File: config.mk
export PLATFORM = sky130hd
export DESIGN_NAME = ccarr_top
export DESIGN_NICKNAME = d
export VERILOG_FILES = /design/src/ccarr_pkg.sv /design/src/ccarr_top.sv
export SDC_FILE = /design/constraint.sdc
export NUM_CORES = 1
export LEC_CHECK = 0
export ABC_CLOCK_PERIOD_IN_PS = 7200
export CORE_MARGIN = 1.5
export CORE_UTILIZATION = 65
export DETAILED_ROUTE_END_ITERATION = 6
export DONT_BUFFER_PORTS = 1
export PLACE_DENSITY = 0.9
export SYNTH_ARGS = -nofsm -noshare
export SYNTH_HDL_FRONTEND = slang
export SYNTH_SLANG_ARGS = --single-unit
File: constraint.sdc
create_clock -name sys_clk -period 7.2 [get_ports sys_clk]
set_input_delay 0.72 -clock sys_clk [delete_from_list [all_inputs] [get_ports sys_clk]]
set_output_delay 0.72 -clock sys_clk [all_outputs]
set_load 0.01 [all_outputs]
File: src/ccarr_pkg.sv
// ccarr_pkg: register map, field positions and shared types of the counter array
// assumes: AHB-Lite slave with 32-bit data, one aligned word per register
package ccarr_pkg;

  // ****************************************************************
  // register byte addresses
  // ****************************************************************
  localparam logic [7:0] CCARR_MODE_OFS  = 8'h00; // counter_mode_register
  localparam logic [7:0] CCARR_CTRL_OFS  = 8'h04; // counter_control_register
  localparam logic [7:0] CCARR_CNTL_OFS  = 8'h08; // counter_low_byte
  localparam logic [7:0] CCARR_CNTH_OFS  = 8'h0C; // counter_high_byte
  localparam logic [7:0] CCARR_MMC_BASE  = 8'h10; // module_mode_control n at base+4n
  localparam logic [7:0] CCARR_CMPL_BASE = 8'h30; // compare_low_byte n
  localparam logic [7:0] CCARR_CMPH_BASE = 8'h50; // compare_high_byte n
  localparam logic [7:0] CCARR_WDKICK    = 8'h70; // watchdog service offset, decoded by no register

  // ****************************************************************
  // field positions
  // ****************************************************************
  localparam int MMC_IRQ_EN  = 0;
  localparam int MMC_PWM     = 1;
  localparam int MMC_TOG     = 2;
  localparam int MMC_MATCH   = 3;
  localparam int MMC_FALL    = 4;
  localparam int MMC_RISE    = 5;
  localparam int MMC_CMP_EN  = 6;
  localparam int MODE_OVF_IE = 0;
  localparam int MODE_SRC_LO = 1;
  localparam int MODE_SRC_HI = 2;
  localparam int MODE_WDT_EN = 6;
  localparam int MODE_IDLE   = 7;
  localparam int CTRL_RUN    = 6;
  localparam int CTRL_OVF    = 7;
  localparam int WDT_MODULE  = 4;

  localparam logic [7:0] MMC_RESET  = 8'h00;
  localparam logic [7:0] MODE_RMASK = 8'hC7;
  localparam logic [7:0] MMC_RMASK  = 8'h7F;

  // ****************************************************************
  // timing: source prescale counts in sys_clk cycles
  // ****************************************************************
  localparam logic [3:0] DIV_SLOW = 4'hB; // divide by 12, count 0..11
  localparam logic [3:0] DIV_FAST = 4'h3; // divide by 4
  localparam logic [1:0] HTRANS_NONSEQ = 2'h2;

  typedef enum logic [1:0] {
    CCARR_SRC_DIV12 = 2'h0,
    CCARR_SRC_DIV4  = 2'h1,
    CCARR_SRC_T0OVF = 2'h2,
    CCARR_SRC_EXT   = 2'h3
  } ccarr_src_t;

  typedef struct packed {
    logic        sel;
    logic        write;
    logic [7:0]  addr;
  } ccarr_req_t;

endpackage : ccarr_pkg

File: src/ccarr_top.sv
// ccarr_top: counter array with five compare/capture modules behind AHB-Lite
// assumes: module pins and external count input are asynchronous, timer 0
// overflow and idle come from logic on sys_clk
//
// Implementation choices: the register offsets and register access over AHB-Lite.
`timescale 1ns/100ps
module ccarr_top
  import ccarr_pkg::*;
#(
  parameter int NMOD = 5
) (
  // clock and reset
  input  wire logic              sys_clk,
  input  wire logic              nrst,
  input  wire logic              clk_en,
  // ahb-lite slave
  input  wire logic              hsel,
  input  wire logic [31:0]       haddr,
  input  wire logic [1:0]        htrans,
  input  wire logic              hwrite,
  input  wire logic [2:0]        hsize,
  input  wire logic [31:0]       hwdata,
  input  wire logic              hready,
  output logic [31:0]            hrdata,
  output logic                   hreadyout,
  output logic                   hresp,
  // system
  input  wire logic              cpu_idle,
  input  wire logic              timer0_ovf,
  input  wire logic              external_count_input,
  // module pins
  input  wire logic [NMOD-1:0]   module_io_pin_in,
  output logic [NMOD-1:0]        module_io_pin_out,
  output logic                   counter_array_irq,
  output logic                   watchdog_reset
);

  // ****************************************************************
  // bus slave
  // ****************************************************************
  ccarr_req_t req_q;
  logic [31:0] rdata_q;
  logic        irq_q, wdr_q;
  wire         bus_take = hsel && hready && (htrans == HTRANS_NONSEQ);
  wire         wr_act   = req_q.sel && req_q.write && clk_en;
  wire [7:0]   wr_byte  = hwdata[7:0];
  wire [7:0]   a        = req_q.addr;
  wire         wr_mode  = wr_act && (a == CCARR_MODE_OFS);
  wire         wr_ctrl  = wr_act && (a == CCARR_CTRL_OFS);
  wire         wr_cntl  = wr_act && (a == CCARR_CNTL_OFS);
  wire         wr_cnth  = wr_act && (a == CCARR_CNTH_OFS);

  always_ff @(posedge sys_clk or negedge nrst) begin
    if (!nrst) begin
      req_q <= '0;
    end else if (clk_en) begin
      req_q <= '{sel: bus_take, write: hwrite, addr: haddr[7:0]};
    end
  end

  // ****************************************************************
  // pin synchronisers
  // ****************************************************************
  logic [NMOD-1:0] pin_s1_q, pin_s2_q, pin_s3_q;
  logic [2:0]      eci_q;
  always_ff @(posedge sys_clk or negedge nrst) begin
    if (!nrst) begin
      pin_s1_q <= '0;
      pin_s2_q <= '0;
      pin_s3_q <= '0;
      eci_q    <= '0;
    end else if (clk_en) begin
      pin_s1_q <= module_io_pin_in;
      pin_s2_q <= pin_s1_q;
      pin_s3_q <= pin_s2_q;
      eci_q    <= {eci_q[1:0], external_count_input};
    end
  end

  // ****************************************************************
  // shared counter and count source
  // ****************************************************************
  logic [7:0]  mode_q;
  logic        run_q, ovf_q;
  logic [15:0] cnt_q;
  logic [3:0]  pre_q;
  ccarr_src_t  src;
  assign src = ccarr_src_t'({mode_q[MODE_SRC_HI], mode_q[MODE_SRC_LO]});
  wire gated   = mode_q[MODE_IDLE] && cpu_idle;
  wire pre_end = (pre_q == ((src == CCARR_SRC_DIV12) ? DIV_SLOW : DIV_FAST));
  wire eci_rise = eci_q[1] && !eci_q[2];
  // external edges are only seen after two flops, so rates near sys_clk/8 still resolve
  wire tick = run_q && !gated && clk_en &&
              ((src == CCARR_SRC_T0OVF) ? timer0_ovf :
               (src == CCARR_SRC_EXT)   ? eci_rise   : pre_end);
  wire wrap = tick && (cnt_q == 16'hFFFF);

  always_ff @(posedge sys_clk or negedge nrst) begin
    if (!nrst) begin
      pre_q <= '0;
      cnt_q <= '0;
    end else if (clk_en) begin
      pre_q <= (pre_end || !run_q) ? 4'h0 : pre_q + 4'h1;
      if (wr_cntl) begin
        cnt_q[7:0] <= wr_byte;
      end else if (wr_cnth) begin
        cnt_q[15:8] <= wr_byte;
      end else if (tick) begin
        cnt_q <= cnt_q + 16'h0001;
      end
    end
  end

  // ****************************************************************
  // modules
  // ****************************************************************
  logic [7:0]  mmc_q  [NMOD];
  logic [15:0] cmp_q  [NMOD];
  logic [NMOD-1:0] flag_q, pin_q, ev;
  logic [NMOD-1:0] irq_src;

  for (genvar n = 0; n < NMOD; n++) begin : g_mod
    localparam logic [7:0] OFS = 8'(4 * n);
    wire wr_mmc  = wr_act && (a == CCARR_MMC_BASE + OFS);
    wire wr_cl   = wr_act && (a == CCARR_CMPL_BASE + OFS);
    wire wr_ch   = wr_act && (a == CCARR_CMPH_BASE + OFS);
    wire [7:0] m = mmc_q[n];
    wire edge_r  = pin_s2_q[n] && !pin_s3_q[n];
    wire edge_f  = !pin_s2_q[n] && pin_s3_q[n];
    wire cap     = (m[MMC_RISE] && edge_r) || (m[MMC_FALL] && edge_f);
    wire match   = m[MMC_CMP_EN] && tick && (cnt_q + 16'h0001 == cmp_q[n]);
    wire pwm_hi  = cnt_q[7:0] < cmp_q[n][15:8];
    wire is_wdt  = (n == WDT_MODULE) && mode_q[MODE_WDT_EN];
    assign ev[n] = cap || (match && m[MMC_MATCH]);
    assign irq_src[n] = flag_q[n] && m[MMC_IRQ_EN];

    always_ff @(posedge sys_clk or negedge nrst) begin
      if (!nrst) begin
        mmc_q[n] <= MMC_RESET;
        cmp_q[n] <= '0;
        pin_q[n] <= 1'b0;
      end else if (clk_en) begin
        if (wr_mmc) begin
          mmc_q[n] <= wr_byte & MMC_RMASK;
        end else if (wr_cl) begin
          mmc_q[n][MMC_CMP_EN] <= 1'b0;
        end else if (wr_ch) begin
          mmc_q[n][MMC_CMP_EN] <= 1'b1;
        end
        if (wr_cl) cmp_q[n][7:0] <= wr_byte;
        if (wr_ch) cmp_q[n][15:8] <= wr_byte;
        if (cap) cmp_q[n] <= cnt_q;
        if (m[MMC_PWM] && m[MMC_CMP_EN]) begin
          pin_q[n] <= !pwm_hi;
        end else if (match && m[MMC_TOG]) begin
          pin_q[n] <= !pin_q[n];
        end
      end
    end

    if (n == WDT_MODULE) begin : g_wdt
      always_ff @(posedge sys_clk or negedge nrst) begin
        if (!nrst) begin
          wdr_q <= 1'b0;
        end else if (clk_en) begin
          wdr_q <= is_wdt && match;
        end
      end
    end
  end

  // ****************************************************************
  // control, mode and flags
  // ****************************************************************
  always_ff @(posedge sys_clk or negedge nrst) begin
    if (!nrst) begin
      mode_q <= '0;
      run_q  <= 1'b0;
      ovf_q  <= 1'b0;
      flag_q <= '0;
    end else if (clk_en) begin
      if (wr_mode) mode_q <= wr_byte & MODE_RMASK;
      if (wr_ctrl) run_q <= wr_byte[CTRL_RUN];
      // hardware set wins over a software clear in the same cycle
      ovf_q  <= wrap || (wr_ctrl ? wr_byte[CTRL_OVF] & ovf_q : ovf_q);
      flag_q <= ev | (wr_ctrl ? wr_byte[NMOD-1:0] & flag_q : flag_q);
    end
  end

  wire irq_d = (|irq_src) || (ovf_q && mode_q[MODE_OVF_IE]);

  // ****************************************************************
  // read path and registered outputs
  // ****************************************************************
  logic [7:0] rd_byte;
  always_comb begin
    rd_byte = 8'h00;
    if (haddr[7:0] == CCARR_MODE_OFS) rd_byte = mode_q;
    if (haddr[7:0] == CCARR_CTRL_OFS) rd_byte = {ovf_q, run_q, 1'b0, flag_q};
    if (haddr[7:0] == CCARR_CNTL_OFS) rd_byte = cnt_q[7:0];
    if (haddr[7:0] == CCARR_CNTH_OFS) rd_byte = cnt_q[15:8];
    for (int i = 0; i < NMOD; i++) begin
      if (haddr[7:0] == CCARR_MMC_BASE + 8'(4 * i)) rd_byte = mmc_q[i];
      if (haddr[7:0] == CCARR_CMPL_BASE + 8'(4 * i)) rd_byte = cmp_q[i][7:0];
      if (haddr[7:0] == CCARR_CMPH_BASE + 8'(4 * i)) rd_byte = cmp_q[i][15:8];
    end
  end

  always_ff @(posedge sys_clk or negedge nrst) begin
    if (!nrst) begin
      rdata_q <= '0;
      irq_q   <= 1'b0;
    end else if (clk_en) begin
      if (bus_take && !hwrite) rdata_q <= {24'h000000, rd_byte};
      irq_q <= irq_d;
    end
  end

  assign hrdata            = rdata_q;
  assign hreadyout         = 1'b1;
  assign hresp             = 1'b0;
  assign module_io_pin_out = pin_q;
  assign counter_array_irq = irq_q;
  assign watchdog_reset    = wdr_q;
endmodule : ccarr_top

==> impl_metrics.tcl <==
set metrics [dict create \
    gp_congestion 1.03 \
    intPower_w 0.00170 \
    grt.overflow.total 0 \
    drc 0 \
    syn_area_sq_um 13200 \
    avgSynthCellArea_sq_um 8.90 \
    yosys.area_share.xor_xnor_pct 6.88 \
    synth_top_area_share_pct 35.9 \
    ctsResizeCount 0 \
    core_area_sq_um 20100 \
    crit_top_cell "xnor2_1" \
    cp.required_ps 7530 \
    antenna_found_initial 1 \
    cp-end-kind "flip-flop" \
    synth_area_leader_cell "dfrtp_1" \
    netSwitchingFraction_pct 28.8 \
    finalInstanceArea_sq_um 14000 \
    cts_hold_buf 1 \
    fin_skew_ps 16.9 \
    worstMarginPinSlew_ps 1410 \
    synth_edf_count 0 \
    worst_slack_ps 2440 \
    synth_fa_ha_area_share_pct 3.57 \
    numClockSinks 190 \
    pre_cts_ws_ps 2720 \
    grt_max_degree 191 \
    die_area_sq_um 21200 \
    crit_chain "buf_4, nand4_2, nor3_1, xnor2_1, xnor2_1, or4_1, nor4_2, a21oi_1, a311o_1" \
    min_path_type "input pin to asynchronous set/reset pin" \
    period_needed_ps 4760 \
    ir_worst_vdd_mv 0.169 \
    power.switching_w 0.000691 \
    syn_to_final_growth_pct 5.38 \
    portBuffers 0 \
    powerDensity_nw_per_um2 172 \
    slew_headroom_pct 5.34 \
    synth-seq-area-share_pct 35.9 \
    clkTransAtPathRegs_ps 80 \
    synth_ff_type "dfrtp_1" \
    ant_nets 0 \
    htreeDepth 4 \
    tns_ps 0 \
    pwr-share-clk_pct 44.1 \
    seqPwrFrac_pct 48.4 \
    worstPathArrival_ps 5090 \
    synth_most_common_cell "dfrtp_1" \
    clockRootBuffer "clkbuf_16" \
    cts_setup_buffers 0 \
    die_y_microns 146 \
    slew_viol_final 0 \
    hpwlAfterDp_microns 35000 \
    synth-simple-area-share_pct 17.3 \
    start_kind "flip-flop" \
    first_iter_violations 1611 \
    synth_top_family_by_area "compound AO/OA/AOI/OAI gates" \
    cts_tree "built" \
    async_flop_share_pct 100 \
    totalWireLength_microns 51100 \
    fin_util_pct 69.4 \
    ys_ff_latch 190 \
    initial_core_util_pct 65.9 \
    track_usage_pct 49.0 \
    synthTopCellsByCount "dfrtp_1, nor2_1, a21oi_1, nand2_1, o21ai_0" \
    leakagePower_nw 5.58 \
    setup_violations 0 \
    comb_power_share_pct 7.5 \
    vias_per_cell 7.20 \
    critPathKind "flip-flop to flip-flop" \
    synth_cell_types 83 \
    fmax_mhz 210 \
    io_pins 124 \
    drive_gt1_share_pct 10.6 \
    max_cap_violations 0 \
    final-hold-violation-count 0 \
    synth_compound_area_share_pct 17.9 \
    cp_slowest_cell "dfrtp_1" \
    synthMuxAreaShare_pct 12.3 \
    num_vias 12300 \
    clkLatencyLatePin_ps 450 \
    status "finished clean" \
    dr.pass1.iters 6 \
    rows 52 \
    clockBufferDepth 2 \
    yosysWarnings 0 \
    rsz0062_at_grt "false" \
    synth_area_leaders "dfrtp_1, mux2i_1, mux2_2" \
    min_period_over_period_pct 66.2 \
    cts_buffers 17 \
    grt_pass1_vias 11800 \
    fin_nets 1547 \
    grt_pass1_wl_microns 76300 \
    num-fill-cells 1566 \
    critical_path.max_stage_delay_ps 950 \
    wl_per_cell_microns 29.9 \
    synth_cells 1488 \
    placed_area_sq_um 13300 \
    die_x_microns 146 \
    hold_slack_ps 323 \
    worstPathMaxFanout 16 \
]
## worst max-delay path: cells and delay by family, from the launching register on
family | cells | cell delay, ps
xor gates and xnor gates | 2 | 640
and+or+nand+nor | 4 | 2160
buffers and inverters | 1 | 390
DFF | 1 | 950
AOI/OAI and AO/OA | 2 | 500
## registers in the layout, indices dropped and copies added, names as in the netlist
signal             cells
a                      8
g_mod.m               35
mode_q                 5
watchdog_reset         1
run_q                  1
flag_q                 5
counter_array_irq      1
pin_s2_q               5
pre_q                  4
pin_s1_q               5
eci_q                  3
ovf_q                  1
pin_s3_q               5
cmp_q                 80
cnt_q                 16
hrdata                 8
req_q                  2
module_io_pin_out      5
## routing by layer
layer	wire length, microns	GRT usage [%]	up-vias
met1	18900	65.0	5885
met5	0	0	-
met3	6790	14.2	253
met2	21900	71.5	983
met4	3450	28.8	0
li1	-	-	5190
## final cells by class
type | instances | area, sq um | share of cell area (%)
multi-input cells | 1141 | 7800 | 55.9
clock inverters | 15 | 224 | 1.61
diodes | 1 | 2.50 | 0.0179
well taps | 270 | 338 | 2.42
repair buffers | 26 | 215 | 1.54
flip-flops and latches | 190 | 4750 | 34.1
clock buffers | 17 | 425 | 3.05
inverters | 51 | 191 | 1.37
## through the flow
stage	power, W	std cells
4_1_cts	0.00239	1710
5_1_grt	0.00245	1711
3_5_place_dp	0.00133	1677
6_report	0.00240	1711
2_1_floorplan	0.00131	1512
3_3_place_gp	0.00132	1677
## logic make-up (layout without fill, tap and decap cells)
| logic type | after synthesis | in the layout |
|---|---|---|
| multiplexers | 151 | 151 |
| buffers and inverters | 181 | 109 |
| flip-flops | 190 | 190 |
| AND/OR/NAND/NOR | 456 | 456 |
| AO/OA/AOI/OAI | 382 | 382 |
| XOR/XNOR | 88 | 88 |
| adder cells (fa/ha/maj) | 38 | 38 |
| other | 2 | 27 |
## worst paths after layout
path | start | end | slack, ps | depth (start not counted)
worst min-delay path | nrst | cmp_q[20] | 320 | 1
min in group sys_clk | clk_en | counter_array_irq | 400 | 1
worst max-delay path | cnt_q[2] | module_io_pin_out[3] | 2440 | 9
max in group asynchronous | nrst | flag_q[2] | 6150 | 1
worst max register to register | cnt_q[2] | module_io_pin_out[3] | 2440 | 9
worst min register to register | pin_s1_q[0] | pin_s1_q[0] | 510 | 1
## power groups by stage
stage               Combinational, W  Sequential, W  Clock, W
floorplan                   0.000161        0.00115         0
global placement            0.000148        0.00118         0
detailed placement          0.000153        0.00118         0
CTS                         0.000178        0.00116   0.00105
global route                0.000199        0.00116   0.00109
finish                      0.000180        0.00116   0.00106
## cell usage in the layout (no fill, tap or decap), types with 14 or more instances in the layout
cell type / netlist / layout
conb_1: 2 / 26
o21ai_0: 103 / 98
nand4_1: 22 / 22
nand2_1: 109 / 109
nor4_1: 15 / 15
nand2b_1: 19 / 19
clkbuf_16: 0 / 17
ha_1: 37 / 37
inv_1: 51 / 51
nand3_1: 31 / 31
nor3_1: 25 / 25
nor2_1: 144 / 144
a31oi_1: 17 / 17
buf_4: 28 / 25
mux2i_1: 81 / 81
xnor2_1: 61 / 61
mux2_2: 67 / 67
dfrtp_1: 190 / 190
a21oi_1: 129 / 129
and3_1: 14 / 14
xor2_1: 17 / 17
Power figures use the tool's default switching activity.
